`src/verilog/p7io_pkg.sv`:
```
package p7io_pkg;
    // Register indices as printed; APB byte address is four times the index
    localparam logic [15:0] IDX_PORT_CTL = 16'hFE5C;
    localparam logic [15:0] IDX_INT01_CTL = 16'hFE5D;
    localparam logic [15:0] IDX_INT23_CTL = 16'hFE5E;
    localparam logic [15:0] IDX_SIG_SEL = 16'hFE5F;
    // Added registers for bus-side interrupt, standby control and latch view
    localparam logic [15:0] IDX_EVT_STATUS = 16'hFE60;
    localparam logic [15:0] IDX_EVT_MASK = 16'hFE61;
    localparam logic [15:0] IDX_PWR_CTL = 16'hFE62;
    localparam logic [15:0] IDX_PORT_LATCH = 16'hFE63;
    // Reset values
    localparam logic [7:0] RST_PORT_CTL = 8'h00;
    localparam logic [7:0] RST_INT01_CTL = 8'h00;
    localparam logic [7:0] RST_INT23_CTL = 8'h00;
    localparam logic [7:0] RST_SIG_SEL = 8'h00;
    localparam logic [3:0] RST_EVT = 4'h0;
    // Port control fields
    localparam int PORT_DATA_LSB = 0;
    localparam int PORT_DIR_LSB = 4;
    // Interrupt control fields, per half of a control byte (add 4 for upper half)
    localparam int INT_IE_POS = 0;
    localparam int INT_IF_POS = 1;
    localparam int INT_LV_POS = 2;
    localparam int INT_LH_POS = 3;
    localparam int INT_FALL_POS = 2;
    localparam int INT_RISE_POS = 3;
    localparam int INT_HALF = 4;
    // Signal select fields
    localparam int SEL_COUNT_POS = 0;
    localparam int SEL_LOW_CAP_POS = 6;
    localparam int SEL_HIGH_CAP_POS = 7;
    // Power control fields
    localparam int PWR_DEEP_POS = 0;
    localparam int PWR_LIGHT_POS = 1;
    // Standby states
    typedef enum logic [1:0] {ST_NORMAL, ST_DEEP, ST_LIGHT} p7io_pwr_t;
endpackage : p7io_pkg

```
`src/verilog/p7io_detect.sv`:
```
`timescale 1ns/1ps
// One pin's condition detector: level or edge, with per-edge blocking
module p7io_detect (
    input wire logic cur,
    input wire logic prev,
    input wire logic level_en,
    input wire logic level_high,
    input wire logic rise_en,
    input wire logic fall_en,
    input wire logic block_rise,
    input wire logic block_fall,
    output logic hit
);
    logic rise;
    logic fall;

    // Edges seen against the previous cycle's sample
    assign rise = cur & ~prev;
    assign fall = ~cur & prev;
    // Level mode fires every cycle the level holds
    assign hit = level_en ? (cur == level_high)
        : ((rise_en & ~block_rise & rise) | (fall_en & ~block_fall & fall));
endmodule : p7io_detect

```
`src/verilog/p7io_port.sv`:
```
// The APB interface to the registers is this design's own decision.
`timescale 1ns/1ps
module p7io_port (
    input wire logic pclk,
    input wire logic presetn,
    input wire logic psel,
    input wire logic penable,
    input wire logic pwrite,
    input wire logic [17:0] paddr,
    input wire logic [31:0] pwdata,
    output logic [31:0] prdata,
    output logic pready,
    output logic pslverr,
    input wire logic [3:0] pin_in,
    output logic [3:0] pin_out,
    output logic [3:0] pin_oe_n,
    output logic [3:0] pullup_en,
    output logic [3:0] irq_req,
    input wire logic int_accept,
    output logic timer_count_pulse,
    output logic low_capture_strobe,
    output logic high_capture_strobe,
    output logic standby_release,
    output logic deep_standby,
    output logic light_standby,
    output logic irq
);
    // Stored registers
    logic [7:0] port_ctl; // Data low nibble, direction high nibble
    logic [7:0] int01_ctl; // Interrupt zero/one control
    logic [7:0] int23_ctl; // Interrupt two/three control
    logic [7:0] sig_sel; // Timer input selection
    logic [3:0] evt_status; // Sticky detection events, cleared by read
    logic [3:0] evt_mask; // Gates events onto irq
    logic [3:0] pin_prev; // Last cycle pin levels for edge finding
    logic pin2_entry; // Pin two level caught on deep standby entry
    p7io_pkg::p7io_pwr_t pwr_state;
    // Bus decode
    logic setup_ph;
    logic access_ph;
    logic [15:0] idx;
    logic wr_en;
    logic rd_done;
    logic [31:0] next_prdata;
    logic next_slverr;
    logic [7:0] next_int01;
    logic [7:0] next_int23;
    // Detection
    logic [3:0] hit;
    logic [3:0] lvl_en;
    logic [3:0] lvl_hi;
    logic [3:0] rise_en;
    logic [3:0] fall_en;
    logic [3:0] blk_rise;
    logic [3:0] blk_fall;
    logic [3:0] flag;
    logic [3:0] ena;
    logic wake;

    assign setup_ph = psel & ~penable;
    // Access completes only on the edge where our pready is seen high
    assign access_ph = psel & penable & pready;
    assign idx = paddr[17:2];
    assign wr_en = access_ph & pwrite;
    assign rd_done = access_ph & ~pwrite;

    // Flag and enable views of both control bytes
    assign flag = {int23_ctl[p7io_pkg::INT_IF_POS + p7io_pkg::INT_HALF],
                   int23_ctl[p7io_pkg::INT_IF_POS],
                   int01_ctl[p7io_pkg::INT_IF_POS + p7io_pkg::INT_HALF],
                   int01_ctl[p7io_pkg::INT_IF_POS]};
    assign ena = {int23_ctl[p7io_pkg::INT_IE_POS + p7io_pkg::INT_HALF],
                  int23_ctl[p7io_pkg::INT_IE_POS],
                  int01_ctl[p7io_pkg::INT_IE_POS + p7io_pkg::INT_HALF],
                  int01_ctl[p7io_pkg::INT_IE_POS]};

    // Per-pin detector configuration
    always_comb
    begin
        lvl_en[0] = int01_ctl[p7io_pkg::INT_LV_POS];
        lvl_hi[0] = int01_ctl[p7io_pkg::INT_LH_POS];
        lvl_en[1] = int01_ctl[p7io_pkg::INT_LV_POS + p7io_pkg::INT_HALF];
        lvl_hi[1] = int01_ctl[p7io_pkg::INT_LH_POS + p7io_pkg::INT_HALF];
        // edge polarity from the same bits
        rise_en[0] = lvl_hi[0] & ~lvl_en[0];
        fall_en[0] = ~lvl_hi[0] & ~lvl_en[0];
        rise_en[1] = lvl_hi[1] & ~lvl_en[1];
        fall_en[1] = ~lvl_hi[1] & ~lvl_en[1];
        // pins two and three are edge only
        lvl_en[3:2] = 2'h0;
        lvl_hi[3:2] = 2'h0;
        rise_en[2] = int23_ctl[p7io_pkg::INT_RISE_POS];
        fall_en[2] = int23_ctl[p7io_pkg::INT_FALL_POS];
        rise_en[3] = int23_ctl[p7io_pkg::INT_RISE_POS + p7io_pkg::INT_HALF];
        fall_en[3] = int23_ctl[p7io_pkg::INT_FALL_POS + p7io_pkg::INT_HALF];
        // pin two edge blocked by entry level
        blk_rise = 4'h0;
        blk_fall = 4'h0;
        blk_rise[2] = (pwr_state == p7io_pkg::ST_DEEP) & pin2_entry;
        blk_fall[2] = (pwr_state == p7io_pkg::ST_DEEP) & ~pin2_entry;
    end

    // One detector per pin
    genvar gi;
    generate
        for (gi = 0; gi < 4; gi = gi + 1)
        begin : g_det
            p7io_detect u_det (
                .cur(pin_in[gi]),
                .prev(pin_prev[gi]),
                .level_en(lvl_en[gi]),
                .level_high(lvl_hi[gi]),
                .rise_en(rise_en[gi]),
                .fall_en(fall_en[gi]),
                .block_rise(blk_rise[gi]),
                .block_fall(blk_fall[gi]),
                .hit(hit[gi])
            );
        end
    endgenerate

    // Pin history
    always_ff @(posedge pclk or negedge presetn)
    begin
        if (!presetn)
            pin_prev <= 4'h0;
        else
            pin_prev <= pin_in;
    end

    // Next values of the interrupt control bytes; hardware set beats clear
    always_comb
    begin
        next_int01 = int01_ctl;
        next_int23 = int23_ctl;
        if (wr_en && idx == p7io_pkg::IDX_INT01_CTL)
            next_int01 = pwdata[7:0];
        if (wr_en && idx == p7io_pkg::IDX_INT23_CTL)
            next_int23 = pwdata[7:0];
        next_int01[p7io_pkg::INT_IF_POS] = next_int01[p7io_pkg::INT_IF_POS] | hit[0];
        next_int01[p7io_pkg::INT_IF_POS + p7io_pkg::INT_HALF] =
            next_int01[p7io_pkg::INT_IF_POS + p7io_pkg::INT_HALF] | hit[1];
        next_int23[p7io_pkg::INT_IF_POS] = next_int23[p7io_pkg::INT_IF_POS] | hit[2];
        next_int23[p7io_pkg::INT_IF_POS + p7io_pkg::INT_HALF] =
            next_int23[p7io_pkg::INT_IF_POS + p7io_pkg::INT_HALF] | hit[3];
    end

    // Interrupt control registers; flags only drop by a software write
    always_ff @(posedge pclk or negedge presetn)
    begin
        if (!presetn)
        begin
            int01_ctl <= p7io_pkg::RST_INT01_CTL;
            int23_ctl <= p7io_pkg::RST_INT23_CTL;
        end
        else
        begin
            int01_ctl <= next_int01;
            int23_ctl <= next_int23;
        end
    end

    // Port and selection registers
    always_ff @(posedge pclk or negedge presetn)
    begin
        if (!presetn)
        begin
            port_ctl <= p7io_pkg::RST_PORT_CTL;
            sig_sel <= p7io_pkg::RST_SIG_SEL;
            evt_mask <= p7io_pkg::RST_EVT;
        end
        else if (wr_en)
        begin
            // data and direction in one byte
            if (idx == p7io_pkg::IDX_PORT_CTL)
                port_ctl <= pwdata[7:0];
            if (idx == p7io_pkg::IDX_SIG_SEL)
                sig_sel <= pwdata[7:0];
            if (idx == p7io_pkg::IDX_EVT_MASK)
                evt_mask <= pwdata[3:0];
        end
    end

    // Sticky event status; an event in the clearing read's cycle survives
    always_ff @(posedge pclk or negedge presetn)
    begin
        if (!presetn)
            evt_status <= p7io_pkg::RST_EVT;
        else if (rd_done && idx == p7io_pkg::IDX_EVT_STATUS)
            evt_status <= hit;
        else
            evt_status <= evt_status | hit;
    end

    // Interrupt output from the gated status
    always_ff @(posedge pclk or negedge presetn)
    begin
        if (!presetn)
            irq <= 1'b0;
        else
            irq <= |(evt_status & evt_mask);
    end

    // Pin drivers, one cycle behind the register
    always_ff @(posedge pclk or negedge presetn)
    begin
        if (!presetn)
        begin
            pin_out <= 4'h0;
            pin_oe_n <= 4'hF;
            pullup_en <= 4'h0;
        end
        else
        begin
            pin_out <= port_ctl[p7io_pkg::PORT_DATA_LSB +: 4];
            pin_oe_n[3:1] <= ~port_ctl[p7io_pkg::PORT_DIR_LSB + 1 +: 3];
            pin_oe_n[0] <= ~(port_ctl[p7io_pkg::PORT_DIR_LSB]
                & ~port_ctl[p7io_pkg::PORT_DATA_LSB]);
            pullup_en <= port_ctl[p7io_pkg::PORT_DATA_LSB +: 4];
        end
    end

    // Interrupt requests to the core
    always_ff @(posedge pclk or negedge presetn)
    begin
        if (!presetn)
            irq_req <= 4'h0;
        else
            irq_req <= flag & ena;
    end

    // Timer strobes; level mode keeps hit high so strobes repeat each cycle
    always_ff @(posedge pclk or negedge presetn)
    begin
        if (!presetn)
        begin
            timer_count_pulse <= 1'b0;
            low_capture_strobe <= 1'b0;
            high_capture_strobe <= 1'b0;
        end
        else
        begin
            timer_count_pulse <= sig_sel[p7io_pkg::SEL_COUNT_POS] ? hit[3] : hit[2];
            // low capture source select, pin zero hit or pin two edge hit
            low_capture_strobe <= sig_sel[p7io_pkg::SEL_LOW_CAP_POS] ? hit[0] : hit[2];
            // high capture source select, pin one hit or pin three edge hit
            high_capture_strobe <= sig_sel[p7io_pkg::SEL_HIGH_CAP_POS] ? hit[1] : hit[3];
        end
    end

    // pins zero, one wake in level mode
    assign wake = (flag[0] & ena[0] & lvl_en[0]) | (flag[1] & ena[1] & lvl_en[1])
        | (flag[2] & ena[2]);

    // Standby sequencer: deep, then light after release, normal on accept
    always_ff @(posedge pclk or negedge presetn)
    begin
        if (!presetn)
        begin
            pwr_state <= p7io_pkg::ST_NORMAL;
            standby_release <= 1'b0;
        end
        else
        begin
            standby_release <= 1'b0;
            unique case (pwr_state)
                p7io_pkg::ST_NORMAL:
                begin
                    if (wr_en && idx == p7io_pkg::IDX_PWR_CTL
                        && pwdata[p7io_pkg::PWR_DEEP_POS])
                        pwr_state <= p7io_pkg::ST_DEEP;
                end
                p7io_pkg::ST_DEEP:
                begin
                    if (wake)
                    begin
                        pwr_state <= p7io_pkg::ST_LIGHT;
                        standby_release <= 1'b1;
                    end
                end
                p7io_pkg::ST_LIGHT:
                begin
                    if (int_accept)
                        pwr_state <= p7io_pkg::ST_NORMAL;
                end
                default:
                    pwr_state <= p7io_pkg::ST_NORMAL;
            endcase
        end
    end

    // Mode flags as outputs, and pin two caught on entry
    always_ff @(posedge pclk or negedge presetn)
    begin
        if (!presetn)
        begin
            deep_standby <= 1'b0;
            light_standby <= 1'b0;
            pin2_entry <= 1'b0;
        end
        else
        begin
            deep_standby <= (pwr_state == p7io_pkg::ST_DEEP);
            light_standby <= (pwr_state == p7io_pkg::ST_LIGHT);
            if (pwr_state == p7io_pkg::ST_NORMAL)
                pin2_entry <= pin_in[2];
        end
    end

    // Read mux, sampled in the setup cycle
    always_comb
    begin
        next_prdata = 32'h0000_0000;
        next_slverr = 1'b0;
        unique case (idx)
            p7io_pkg::IDX_PORT_CTL:
                next_prdata[7:0] = {port_ctl[p7io_pkg::PORT_DIR_LSB +: 4], pin_in};
            p7io_pkg::IDX_INT01_CTL: next_prdata[7:0] = int01_ctl;
            p7io_pkg::IDX_INT23_CTL: next_prdata[7:0] = int23_ctl;
            p7io_pkg::IDX_SIG_SEL: next_prdata[7:0] = sig_sel;
            p7io_pkg::IDX_EVT_STATUS: next_prdata[3:0] = evt_status;
            p7io_pkg::IDX_EVT_MASK: next_prdata[3:0] = evt_mask;
            p7io_pkg::IDX_PWR_CTL:
            begin
                next_prdata[p7io_pkg::PWR_DEEP_POS] = (pwr_state == p7io_pkg::ST_DEEP);
                next_prdata[p7io_pkg::PWR_LIGHT_POS] = (pwr_state == p7io_pkg::ST_LIGHT);
            end
            p7io_pkg::IDX_PORT_LATCH: next_prdata[7:0] = port_ctl;
            default: next_slverr = 1'b1;
        endcase
    end

    // APB answer: one wait-free access cycle after setup
    always_ff @(posedge pclk or negedge presetn)
    begin
        if (!presetn)
        begin
            prdata <= 32'h0000_0000;
            pready <= 1'b0;
            pslverr <= 1'b0;
        end
        else
        begin
            pready <= setup_ph;
            if (setup_ph)
            begin
                prdata <= pwrite ? 32'h0000_0000 : next_prdata;
                pslverr <= next_slverr;
            end
        end
    end

    // a_pin0_opendrain: a driven one never drives pin zero
    a_pin0_opendrain: assert property (@(posedge pclk) disable iff (!presetn)
        pin_out[0] |-> pin_oe_n[0])
        else $error("pin zero driven while data one");
    a_pullup_data: assert property (@(posedge pclk) disable iff (!presetn)
        ##1 pullup_en == $past(port_ctl[3:0]))
        else $error("pull-up does not follow data");
    a_flag_sticky: assert property (@(posedge pclk) disable iff (!presetn)
        flag[0] && !(wr_en && idx == p7io_pkg::IDX_INT01_CTL) |=> flag[0])
        else $error("flag zero dropped without write");
    a_level_repeat: assert property (@(posedge pclk) disable iff (!presetn)
        (lvl_en[0] && sig_sel[6] && pin_in[0] == lvl_hi[0]) [*2]
        |=> low_capture_strobe && $past(low_capture_strobe))
        else $error("low capture not repeated");
    a_high_cap_route: assert property (@(posedge pclk) disable iff (!presetn)
        !sig_sel[7] && $rose(pin_in[3]) && int23_ctl[7] |=> high_capture_strobe)
        else $error("high capture missed pin three rise");
    a_count_edge: assert property (@(posedge pclk) disable iff (!presetn)
        !sig_sel[0] && $fell(pin_in[2]) && int23_ctl[2]
        && pwr_state != p7io_pkg::ST_DEEP |=> timer_count_pulse)
        else $error("count pulse missed pin two fall");
    a_edge_no_wake: assert property (@(posedge pclk) disable iff (!presetn)
        pwr_state == p7io_pkg::ST_DEEP && !lvl_en[0] && !lvl_en[1] && !(flag[2] && ena[2])
        |=> pwr_state == p7io_pkg::ST_DEEP)
        else $error("edge-mode pin woke deep standby");
    a_wake_light: assert property (@(posedge pclk) disable iff (!presetn)
        pwr_state == p7io_pkg::ST_DEEP && flag[2] && ena[2]
        |=> standby_release ##1 light_standby)
        else $error("wake did not reach light standby");
    a_pin2_block: assert property (@(posedge pclk) disable iff (!presetn)
        pwr_state == p7io_pkg::ST_DEEP && pin2_entry && $rose(pin_in[2])
        && !int23_ctl[2] |-> !hit[2])
        else $error("pin two rise not blocked");
    a_read_pins: assert property (@(posedge pclk) disable iff (!presetn)
        setup_ph && !pwrite && idx == p7io_pkg::IDX_PORT_CTL
        |=> prdata[3:0] == $past(pin_in))
        else $error("port read not live pins");
    c_level_wake: cover property (@(posedge pclk) disable iff (!presetn)
        deep_standby ##1 standby_release ##[1:20] !light_standby);
    c_both_edges: cover property (@(posedge pclk) disable iff (!presetn)
        timer_count_pulse ##[1:20] timer_count_pulse);
    c_irq: cover property (@(posedge pclk) disable iff (!presetn) $rose(irq));
    c_slverr: cover property (@(posedge pclk) disable iff (!presetn) pready && pslverr);
endmodule : p7io_port

```
`config.mk`:
```
export PLATFORM = sky130hd
export DESIGN_NAME = p7io_port
export DESIGN_NICKNAME = d
export VERILOG_FILES = /design/src/verilog/p7io_pkg.sv /design/src/verilog/p7io_detect.sv /design/src/verilog/p7io_port.sv
export SDC_FILE = /design/constraint.sdc
export NUM_CORES = 1
export LEC_CHECK = 0
export ABC_AREA = 1
export BUFFER_PORTS_ARGS = -buffer_cell sky130_fd_sc_hd__buf_2
export CORE_ASPECT_RATIO = 0.5
export CORE_MARGIN = 3
export CORE_UTILIZATION = 40
export CTS_CLUSTER_DIAMETER = 200
export DETAILED_ROUTE_END_ITERATION = 10
export HOLD_SLACK_MARGIN = 0.15
export PLACE_DENSITY = 0.68
export SLEW_MARGIN = 20
export SYNTH_ARGS = -nofsm -noshare
export SYNTH_HDL_FRONTEND = slang
export SYNTH_HIERARCHICAL = 1
export SYNTH_SLANG_ARGS = --single-unit
export TNS_END_PERCENT = 10
```
`constraint.sdc`:
```
create_clock -name pclk -period 2.7 [get_ports pclk]
set_input_delay 0.405 -clock pclk [delete_from_list [all_inputs] [get_ports pclk]]
set_output_delay 0.405 -clock pclk [all_outputs]
set_load 0.1 [all_outputs]
```
After elaboration in Yosys (flattened, before gate mapping) --
Index checks and enable logic that the tools add are counted. W data, S select, Z words.
Storage, ports and cells: bits in registers 100, bits of input ports 60, output and inout port bits 57, word-level logic and storage cells 139
Cells by class: equality and inequality tests 15, mux-type cells 19, bitwise operators 68, reductions and logical operators 13
Operators with widths (number):
- $eq A16 B16 Y1 const B | 8
- $and A1 B1 Y1 | 35
- $not A1 Y1 | 19
- $pmux W2 S8 | 1
- $pmux W4 S4 | 1
- $pmux W2 S7 | 1
- $mux W6 | 2
- $or A1 B1 Y1 | 10
- $and A4 B4 Y4 | 2
- $mux W1 | 8
- $mux W8 | 1
- $reduce_or A8 Y1 | 1
- $mux W2 | 3
- $ne A2 B2 Y1 const B | 3
- $pmux W2 S3 | 1
- $reduce_and A2 Y1 | 3
- $logic_and A1 B1 Y1 | 5
- $mux W4 | 1
- $or A4 B4 Y4 | 1
- $reduce_or A4 Y1 | 1
- $not A3 Y3 | 1
- $reduce_and A3 Y1 | 1
- $eq A1 B1 Y1 | 2
- $eq A2 B1 Y1 const B | 1
- 3 further kinds | 3

Depth between registers and ports, before layout --
Gate-level depths: netlist of the first run.
depth in word-level cells 8, mapped depth 12, depth with buffers taken out 11

By module --
Netlist of the first run, hierarchy kept.
Modules (own cells, without submodules):
- p7io_port | instances 1, cells each 438, area each 3747.3 µm², seq. area each 1906.8 µm²
- p7io_detect | instances 4, cells each 14, area each 57.6 µm², seq. area each 0.0 µm²

Worst setup path before layout of the first run --
Ideal clock, no wire load.
path kind register to register, start point reg pready, end point reg evt_mask[0], setup time 0.128 ns, arrival 2.053 ns, required time 2.572 ns, path slack 0.520 ns, stages on the path, launching flop included 6, clock period less this slack 2.180 ns, cell sequence dfrtp_1 -> nand3_1 -> nor2_1 -> inv_2 -> nor2_4 -> mux2_1
Between the ends: word-level cells in the longest chain between the ends 3
RTL lines:
- start: declaration | RTL line p7io_port.sv:12 | output logic pready,
- start signal: assignment | RTL line p7io_port.sv:344 | pready <= setup_ph;
- $and A1 B1 Y1 | RTL line p7io_port.sv:62 | assign access_ph = psel & penable & pready;
- $and A1 B1 Y1 | RTL line p7io_port.sv:64 | assign wr_en = access_ph & pwrite;
- $reduce_and A2 Y1 (no line)
- end signal: assignment | RTL line p7io_port.sv:170 | evt_mask <= p7io_pkg::RST_EVT;
- end signal: assignment | RTL line p7io_port.sv:180 | evt_mask <= pwdata[3:0];
- end: declaration | RTL line p7io_port.sv:34 | logic [3:0] evt_mask;
No other way between the ends. A chain may end at the register's enable or synchronous reset.

Final worst setup path of the first run --
start point reg pin_oe_n[0], end point out pin_oe_n[0]
RTL lines:
- start: declaration | RTL line p7io_port.sv:16 | output logic [3:0] pin_oe_n,
- start signal: assignment | RTL line p7io_port.sv:217 | pin_oe_n[0] <= ~(port_ctl[p7io_pkg::PORT_DIR_LSB]
No word-level cell between the ends.

==> results of run 1 <==
-- where the power goes --
part	internal, uW	switching, uW
registers	1150	3.90
logic	38.8	279
clock network	861	444
-- layout make-up --
cell class	count	area [um2]	share of cell area
clock buffer	13	260.3	0.05567
clock inverter	3	68.82	0.01472
inverter	69	259.0	0.05541
multi-input combinational	348	1655	0.3541
sequential	76	1907	0.4079
tap	135	168.9	0.03613
timing repair buffer	69	355.3	0.07602
-- cells in the mapped netlist --
| master | count | share of area |
|---|---|---|
| nand3_1 | 36 | 0.045 |
| buf_8 | 2 | 0.0075 |
| dfstp_2 | 4 | 0.026 |
| o211ai_1 | 2 | 0.0038 |
| clkinv_1 | 1 | 0.00094 |
| o22ai_1 | 1 | 0.0016 |
| o21ai_2 | 6 | 0.013 |
| nor3_2 | 1 | 0.0025 |
| xnor2_1 | 4 | 0.0088 |
| a21oi_1 | 2 | 0.0025 |
| o2111ai_1 | 1 | 0.0022 |
| o21ai_0 | 26 | 0.033 |
| inv_2 | 10 | 0.0094 |
| buf_4 | 30 | 0.057 |
| nor2_8 | 2 | 0.010 |
| buf_6 | 2 | 0.0057 |
| nor3_1 | 2 | 0.0025 |
| nor2_1 | 38 | 0.036 |
| buf_2 | 2 | 0.0025 |
| dfrtp_1 | 72 | 0.45 |
| nand4_1 | 1 | 0.0016 |
| nand2_1 | 139 | 0.13 |
| nand4_2 | 1 | 0.0031 |
| nand3_2 | 2 | 0.0050 |
| nor2_4 | 3 | 0.0085 |
| nor2_2 | 9 | 0.014 |
| o21ai_1 | 23 | 0.029 |
| inv_1 | 58 | 0.055 |
| a21oi_2 | 1 | 0.0022 |
| nand2_2 | 7 | 0.011 |
| mux2_1 | 1 | 0.0028 |
| conb_1 | 1 | 0.00094 |
| o211ai_2 | 2 | 0.0063 |
| nand3_4 | 1 | 0.0044 |
| o31ai_1 | 1 | 0.0019 |
-- registers in the layout, summed over array words and instances (netlist names), 2 cells and up --
| signal | cells |
|---|---|
| evt_status | 4 |
| int01_ctl | 8 |
| prdata | 8 |
| pwr_state | 2 |
| pin_oe_n | 4 |
| port_ctl | 8 |
| pin_prev | 4 |
| sig_sel | 8 |
| irq_req | 4 |
| int23_ctl | 8 |
| evt_mask | 4 |
| pullup_en | 4 |
-- how the worst max path moves through the flow --
stage	startpoint	to	slack (ns)	depth (start not counted)
floorplan	pready$_DFF_PN0_	evt_mask[0]$_DFFE_PN0P_	0.52	5
global placement	paddr[10]	prdata[0]$_DFFE_PN0P_	0.80	12
detailed placement	paddr[10]	prdata[0]$_DFFE_PN0P_	0.78	12
CTS	pin_oe_n[0]$_DFF_PN1_	pin_oe_n[0]	1.02	1
global route	paddr[10]	prdata[0]$_DFFE_PN0P_	0.92	12
finish	pin_oe_n[0]$_DFF_PN1_	pin_oe_n[0]	1.04	1
-- metal layers --
layer  vias up  global-route usage
met5         -                   0
li1       1639                   -
met3        10             0.05526
met2        95              0.2721
met4         2             0.05576
met1      1472              0.2201
-- per-stage QoR --
step	hold WS, ns	worst slack [ns]
floorplan	0.1094	0.5196
global placement	0.4069	0.8009
detailed placement	0.4115	0.7756
CTS	0.2268	1.024
global route	0.2245	0.9178
finish	0.2038	1.036
-- kinds of logic after synthesis --
kind of cell / share of synthesized area
buf+inv: 0.1375
mux: 0.002831
other cells: 0.0009428
compound gates: 0.09531
flops: 0.4794
xor+xnor: 0.008807
simple gates: 0.2752
==> results.yml, run 1 <==
sta:
  finalMaxSlewViolations: 0
  setup_tns_ns: 0
  relSlewSlack: 0.3745
  worst_slew_pin_slew_ns: 0.9383
  period_minus_slack_ns: 1.664
  hold_violations: 0
  rsz0062_at_grt: "false"
  fin_skew_ns: 0.003825
  post-route-period-util: 0.6162
  setup_viol: 0
  fmax_mhz: 601.1
global_routing:
  grt_use_total: 0.1702
  grt_pass1_wl_um: 15070
  grt_start_max_net_pins: 77
  grt-ovfl-total: 0
  antenna_found_initial: 1
  grt_pass1_vias: 3140
routing:
  wl_per_cell_um: 12.47
  met2_length_um: 4008
  first_iter_violations: 180
  drtAntennaViolNets: 0
  via_per_inst: 4.513
  wl_met1_um: 4117
  vias: 3218
  routed_wl_um: 8891
  top_layer: "met5"
  dr.pass1.iters: 4
  drc_errors: 0
  routed-wl-met3_um: 663
die:
  ioPinCount: 117
  die_area_mm2: 0.01125
  num_rows: 25
  initial_utilization: 0.4156
  core_mm2: 0.009572
  die-height_um: 76.51
  die_x_um: 147.0
power_and_ir_drop:
  ir_drop_v: 0.0003238
  fin_total_pwr_uw: 2776
  power_density_mw_per_mm2: 593.9
  leakagePower_uw: 0.002614
yosys:
  synth.distinct_cells: 35
  syn_inst: 494
  synth_seq_area_share: 0.4794
  yosys_warnings: 6
  syn_area_per_cell_um2: 8.052
  syn_area_mm2: 0.003978
  ys_ff_latch: 76
final_layout:
  final_cell_mix: "nand2_1, dfrtp_1, buf_2"
  area_growth_pct: 17.52
  drive_gt1_frac: 0.2284
  fin_cells: 713
  fin_nets: 633
  fillers: 946
  stdcell_area_mm2: 0.004674
  post-route-util: 0.4884
  layout_commonest_cell: "nand2_1"
  n_antenna_cell: 0
worst_setup_path:
  crit_required_ns: 2.30
  cpPeakStageDelay_ns: 0.51
  rrSetupSlack_ns: 1.11
  critPathMaxFanout: 1
  slowest_stage: "dfstp_2"
  reg2reg_depth: 8
  worst_setup_path_end_kind: "output port"
  crit_chain: "buf_2"
  crit_family: "flip-flops"
  critPathArrivalTime_ns: 1.26
  r2r-start: "pready$_DFF_PN0_"
  setup.worst_path.class: "reg2out"
  startpoint_type: "register"
  cp_num_buf_inv: 1
  r2r-end: "int01_ctl[1]$_DFF_PN0_"
placement:
  dp_cells: 697
  io_buffers: 66
  place_area_mm2: 0.004345
  gp_congestion: 0.8850
  dpl.hpwl_um: 6772
clocking:
  cts_resized: 0
  hold_buffers: 0
  numCtsBuffers: 9
  cts_root_buf: "clkbuf_16"
  cts_max_path_buffers: 2
  tritoncts: "yes"
  clock-sinks: 76
  cts.clk_slew.worst_paths_ns: 0.06
  post_cts_buffers: 0
  clock_latency_ns: 0.33
  cts-htree-levels: 3
status:
  status: "complete, no violations"
min_path:
  min_path_type: "in2async"
run:
  max-cap-violations: 0
(Power assumes the default switching activity.)
==> run 2: changes to the inputs <==
==> constraint.sdc (replaced) <==
create_clock -name pclk -period 1.7 [get_ports pclk]
set_input_delay 0.255 -clock pclk [delete_from_list [all_inputs] [get_ports pclk]]
set_output_delay 0.255 -clock pclk [all_outputs]
set_load 0.1 [all_outputs]
==> run 2 against run 1 <==
Compared with the run above: combinational power rose by 68%; first-iteration DRC count rose by 12%; utilization rose by 1.9 points; register-to-register slack got worse by 0.84 ns; wire length rose by 3.4%; highest routed layer is now met4; largest cell class unchanged.
==> results.yml, run 2 (same netlist as run 1, synthesis figures left out) <==
sta:
  setup_tns_ns: 0
  fin_skew_ns: 0.004612
  setup_viol: 0
  finalMaxSlewViolations: 0
  period_minus_slack_ns: 1.553
  post-route-period-util: 0.9136
  fmax_mhz: 643.8
  hold_violations: 0
  rsz0062_at_grt: "false"
die:
  ioPinCount: 117
  die-height_um: 76.51
  core_mm2: 0.009572
  num_rows: 25
  die_area_mm2: 0.01125
  initial_utilization: 0.4156
  die_x_um: 147.0
routing:
  drc_errors: 0
  via_per_inst: 4.575
  routed_wl_um: 9191
  first_iter_violations: 202
  dr.pass1.iters: 5
  wl_per_cell_um: 12.56
  drtAntennaViolNets: 0
  vias: 3349
worst_setup_path:
  worst_setup_path_end_kind: "register"
  r2r-start: "pwr_state[0]$_DFFE_PN0P_"
  cp-startpoint: "penable"
  crit_chain: "dlygate4sd3_1 > buf_2 > nand3_1 > nor2_2 > inv_2 > nor2_2 > inv_2 > nand2_1 > o211ai_2"
  crit_required_ns: 1.96
  startpoint_type: "primary input"
  cpPeakStageDelay_ns: 0.55
  critPathArrivalTime_ns: 1.81
  critPathMaxFanout: 16
  slowest_stage: "dlygate4sd3_1"
  crit_family: "buffers and inverters"
  cp_num_buf_inv: 4
  setup.worst_path.class: "in2reg"
final_layout:
  stdcell_area_mm2: 0.004852
  fillers: 911
  fin_cells: 732
  layout_commonest_cell: "nand2_1"
  n_antenna_cell: 0
  post-route-util: 0.5069
  fin_nets: 652
  regArea_mm2: 0.001911
  final_cell_mix: "nand2_1, dfrtp_1, buf_2"
  area_growth_pct: 21.99
  multi_input_area_mm2: 0.001665
  drive_gt1_frac: 0.2462
power_and_ir_drop:
  ir_drop_v: 0.0004881
  leakagePower_uw: 0.002696
  power_density_mw_per_mm2: 880.1
clocking:
  cts_max_path_buffers: 2
  tritoncts: "yes"
  cts_root_buf: "clkbuf_16"
  cts.clk_slew.worst_paths_ns: 0.06
  clock-sinks: 76
  clock_latency_ns: 0.34
  cts-htree-levels: 3
  numCtsBuffers: 9
  post_cts_buffers: 0
placement:
  dpl.hpwl_um: 6962
  io_buffers: 66
  place_area_mm2: 0.004452
  dp_cells: 707
  gp_congestion: 0.8507
global_routing:
  grt_pass1_vias: 3252
  grt_start_max_net_pins: 49
  grt_pass1_wl_um: 15650
  grt_use_total: 0.1752
  antenna_found_initial: 0
  grt-ovfl-total: 0
run:
  max-cap-violations: 0
min_path:
  min_path_type: "in2reg"
  min_from: "pwdata[1]"
status:
  status: "complete, no violations"
[run 2: changes by cell type in the layout (fill, tap and decap cells not counted), moves of 2 or more]
cell	before	now
dlygate4sd3_1	0	9
buf_4	4	12
buf_12	0	2
clkbuf_1	2	0
clkinv_2	0	2
clkinvlp_4	0	2
[run 2: repair_timing]
| item | CTS | global route |
|---|---|---|
| hold buffers | 9 | 0 |
| endpoints found under the hold margin | 80 | 0 |
| resized for setup | 0 | 2 |
| endpoints found under the setup margin | 0 | 11 |
[run 2: area by class of cell]
cell class                 instances  area share
clock buffer                      10     0.04925
clock inverter                     6     0.01315
inverter                          69     0.05338
multi-input combinational        348      0.3432
sequential                        76      0.3938
tap                              135     0.03481
timing repair buffer              88      0.1124
[run 2: final timing paths]
check,endpoint,slack (ns),depth (start not counted)
setup / recovery,int23_ctl[5]$_DFF_PN0_,0.15,9
max in group asynchronous,pin_prev[0]$_DFF_PN0_,0.94,3
hold / removal,evt_mask[1]$_DFFE_PN0P_,0.17,3
min in group asynchronous,pready$_DFF_PN0_,0.43,3
setup reg to reg,timer_count_pulse$_DFF_PN0_,0.27,11
hold reg to reg,pin_oe_n[2]$_DFF_PN1_,0.42,1
[run 2: per-layer routing]
| layer | global-route usage | vias to the layer above | wire length [um] |
|---|---|---|---|
| met2 | 0.2832 | 117 | 4229 |
| met1 | 0.2332 | 1533 | 4039 |
| li1 | - | 1682 | - |
| met3 | 0.04278 | 17 | 786 |
| met5 | 0 | - | 0 |
| met4 | 0.05669 | 0 | 135 |
[run 2: power breakdown]
group          switching (uW)  internal [uW]
clock network             734           1170
logic                     450           82.9
registers                6.00           1830
total                    1190           3080
[run 2: metrics by stage]
stage                     hold WS, ns  worst slack, ns  power [uW]
after CTS                      0.1633           0.1283        4305
after global placement         0.2524           0.1246        2377
after floorplan              -0.04059         0.007682        2290
after detailed placement       0.2557          0.06713        2381
after global routing           0.1868         0.007732        4425
final                          0.1662           0.1468        4270
[run 2: worst reg2reg max path: stages (launching register included)]
cell and delay (ns):
dfrtp_1 0.39, inv_1 0.05, nor2_1 0.13, inv_1 0.09, nor2_1 0.09, nor2_1 0.05, nand2_1 0.05, nand2_1 0.05
nand2_1 0.05, nand2_1 0.05, inv_1 0.15, o21ai_0 0.13
==> run 3: changes to the inputs <==
--- a/config.mk
+++ b/config.mk
@@ -13,7 +13,7 @@
 export CTS_CLUSTER_DIAMETER = 200
 export DETAILED_ROUTE_END_ITERATION = 10
 export HOLD_SLACK_MARGIN = 0.15
-export PLACE_DENSITY = 0.68
+export PLACE_DENSITY = 0.71
 export SLEW_MARGIN = 20
 export SYNTH_ARGS = -nofsm -noshare
 export SYNTH_HDL_FRONTEND = slang
==> constraint.sdc (replaced) <==
create_clock -name pclk -period 1.3 [get_ports pclk]
set_input_delay 0.195 -clock pclk [delete_from_list [all_inputs] [get_ports pclk]]
set_output_delay 0.195 -clock pclk [all_outputs]
set_load 0.1 [all_outputs]
==> run 3 against run 2 <==
Compared with the run above: flip-flop and latch count is the same; cell count grew 3.8%; the flow now finishes with violations (negative setup slack); sequential power grew 31%; die area is the same; worst setup slack lost 0.16 ns; sequential share of layout area shrank 3.4 points; clock power grew 17%; count of clock-buffer cells in the layout grew 1; register-to-register slack lost 0.25 ns; global-route usage grew 0.51 points; utilization grew 4.7 points.
==> results.yml, run 3 (same netlist as run 1, synthesis figures left out) <==
status:
  status: "finished, violations left"
  violations: "negative setup slack"
clocking:
  numCtsBuffers: 9
  cts-htree-levels: 3
  clock_latency_ns: 0.33
  tritoncts: "yes"
  post_cts_buffers: 0
  clock-sinks: 76
  cts_max_path_buffers: 2
  cts_root_buf: "clkbuf_16"
  cts.clk_slew.worst_paths_ns: 0.06
final_layout:
  fin_nets: 680
  area_growth_pct: 33.38
  drive_gt1_frac: 0.2912
  final_cell_mix: "nand2_1, dfrtp_1, inv_1"
  n_antenna_cell: 0
  layout_commonest_cell: "nand2_1"
  stdcell_area_mm2: 0.005305
  fin_cells: 760
sta:
  post-route-worst-setup-slack_ns: -0.01151
  setup_viol: 1
  finalMaxSlewViolations: 0
  period_minus_slack_ns: 1.312
  post-route-period-util: 1.009
  hold_violations: 0
  fmax_mhz: 762.5
  rsz0062_at_grt: "true"
  fin_skew_ns: 0.006939
worst_setup_path:
  crit_chain: "buf_4 > buf_12"
  crit_family: "flip-flops"
  crit_required_ns: 1.11
  startpoint_type: "register"
  setup.worst_path.class: "reg2out"
  critPathMaxFanout: 2
  slowest_stage: "dfrtp_4"
  cpPeakStageDelay_ns: 0.48
  critPathArrivalTime_ns: 1.12
  cp_num_buf_inv: 2
  worst_setup_path_end_kind: "output port"
die:
  die_area_mm2: 0.01125
  core_mm2: 0.009572
  initial_utilization: 0.4156
  ioPinCount: 117
  die-height_um: 76.51
  die_x_um: 147.0
  num_rows: 25
power_and_ir_drop:
  ir_drop_v: 0.0006742
  power_density_mw_per_mm2: 1019
  leakagePower_uw: 0.002878
min_path:
  min_path_type: "in2reg"
routing:
  routed_wl_um: 9692
  drtAntennaViolNets: 0
  via_per_inst: 4.505
  drc_errors: 0
  dr.pass1.iters: 5
  vias: 3424
  wl_per_cell_um: 12.75
  first_iter_violations: 226
placement:
  dp_cells: 730
  io_buffers: 66
  dpl.hpwl_um: 7404
  place_area_mm2: 0.004813
  gp_congestion: 0.8787
global_routing:
  grt-ovfl-total: 0
  grt_pass1_vias: 3400
  grt_pass1_wl_um: 16300
  antenna_found_initial: 0
  grt_use_total: 0.1802
  grt_start_max_net_pins: 30
run:
  max-cap-violations: 0
## run 3: cell count changes in the layout (fill, tap and decap cells not counted), sizes merged
| cell | before | now |
|---|---|---|
| clkbuf | 10 | 25 |
| clkinvlp | 2 | 1 |
| bufinv | 1 | 0 |
| dlygate4sd3 | 9 | 14 |
| clkinv | 3 | 5 |
| inv | 69 | 68 |
| buf | 79 | 88 |
## run 3: worst reg2reg max path: stages (launching register included)
cell and delay (ns):
dfrtp_4 0.42, nand3_4 0.09, nor2_4 0.14, inv_2 0.10, nor2_2 0.13, inv_4 0.11
nand2_1 0.09, o211ai_2 0.07
## run 3: repair_timing
| item | in CTS | in global routing |
|---|---|---|
| hold buffers | 14 | 0 |
| hold endpoints to repair | 50 | 0 |
| resized for setup | 8 | 34 |
| setup endpoints to repair | 20 | 46 |
| pin swaps | 1 | 10 |
## run 3: power by group
part	total [uW]	switching, uW	internal (uW)
clock	2230	945	1290
combinational	773	606	167
sequential	2400	13.5	2390
## run 3: final timing paths
kind	start	endpoint	slack, ns	depth (start not counted)
max	pready$_DFF_PN0_	pready	-0.01	2
min	pwrite	evt_status[2]$_DFF_PN0_	0.19	3
max reg2reg	pready$_DFF_PN0_	int23_ctl[1]$_DFF_PN0_	0.02	7
min reg2reg	port_ctl[5]$_DFFE_PN0P_	pin_oe_n[1]$_DFF_PN1_	0.42	1
max in group asynchronous	presetn	port_ctl[7]$_DFFE_PN0P_	0.41	3
min in group asynchronous	presetn	evt_mask[0]$_DFFE_PN0P_	0.36	2
## run 3: final cells by class
cell class	count	area [um2]
sequential	76	1911
tap	135	168.9
multi-input combinational	348	1717
clock inverter	5	31.28
timing repair buffer	116	980.9
clock buffer	11	232.7
fill	844	4267
inverter	69	264.0
## run 3: metal layers
metal  share of wire  routed length, um  GRT usage  up-vias
met5               0                  0          0        -
met4          0.0076                 74    0.05297        0
met3           0.065                629    0.03446        6
met2            0.47               4518     0.2974       99
met1            0.46               4470     0.2431     1579
li1                -                  -          -     1740
## run 3: stage by stage
stage / TNS (ns) / power, uW / utilization / worst slack, ns / hold slack [ns]
detailed placement: -7.110 / 3175 / 0.5029 / -0.2136 / 0.1590
CTS: -0.02232 / 5437 / 0.5469 / -0.02232 / 0.1871
finish: -0.01151 / 5405 / 0.5542 / -0.01151 / 0.1888
global placement: -5.920 / 3167 / 0.5029 / -0.1974 / 0.1507
global route: -0.5226 / 5606 / 0.5542 / -0.05342 / 0.1871
floorplan: -5.094 / 2997 / - / -0.2498 / -0.1006
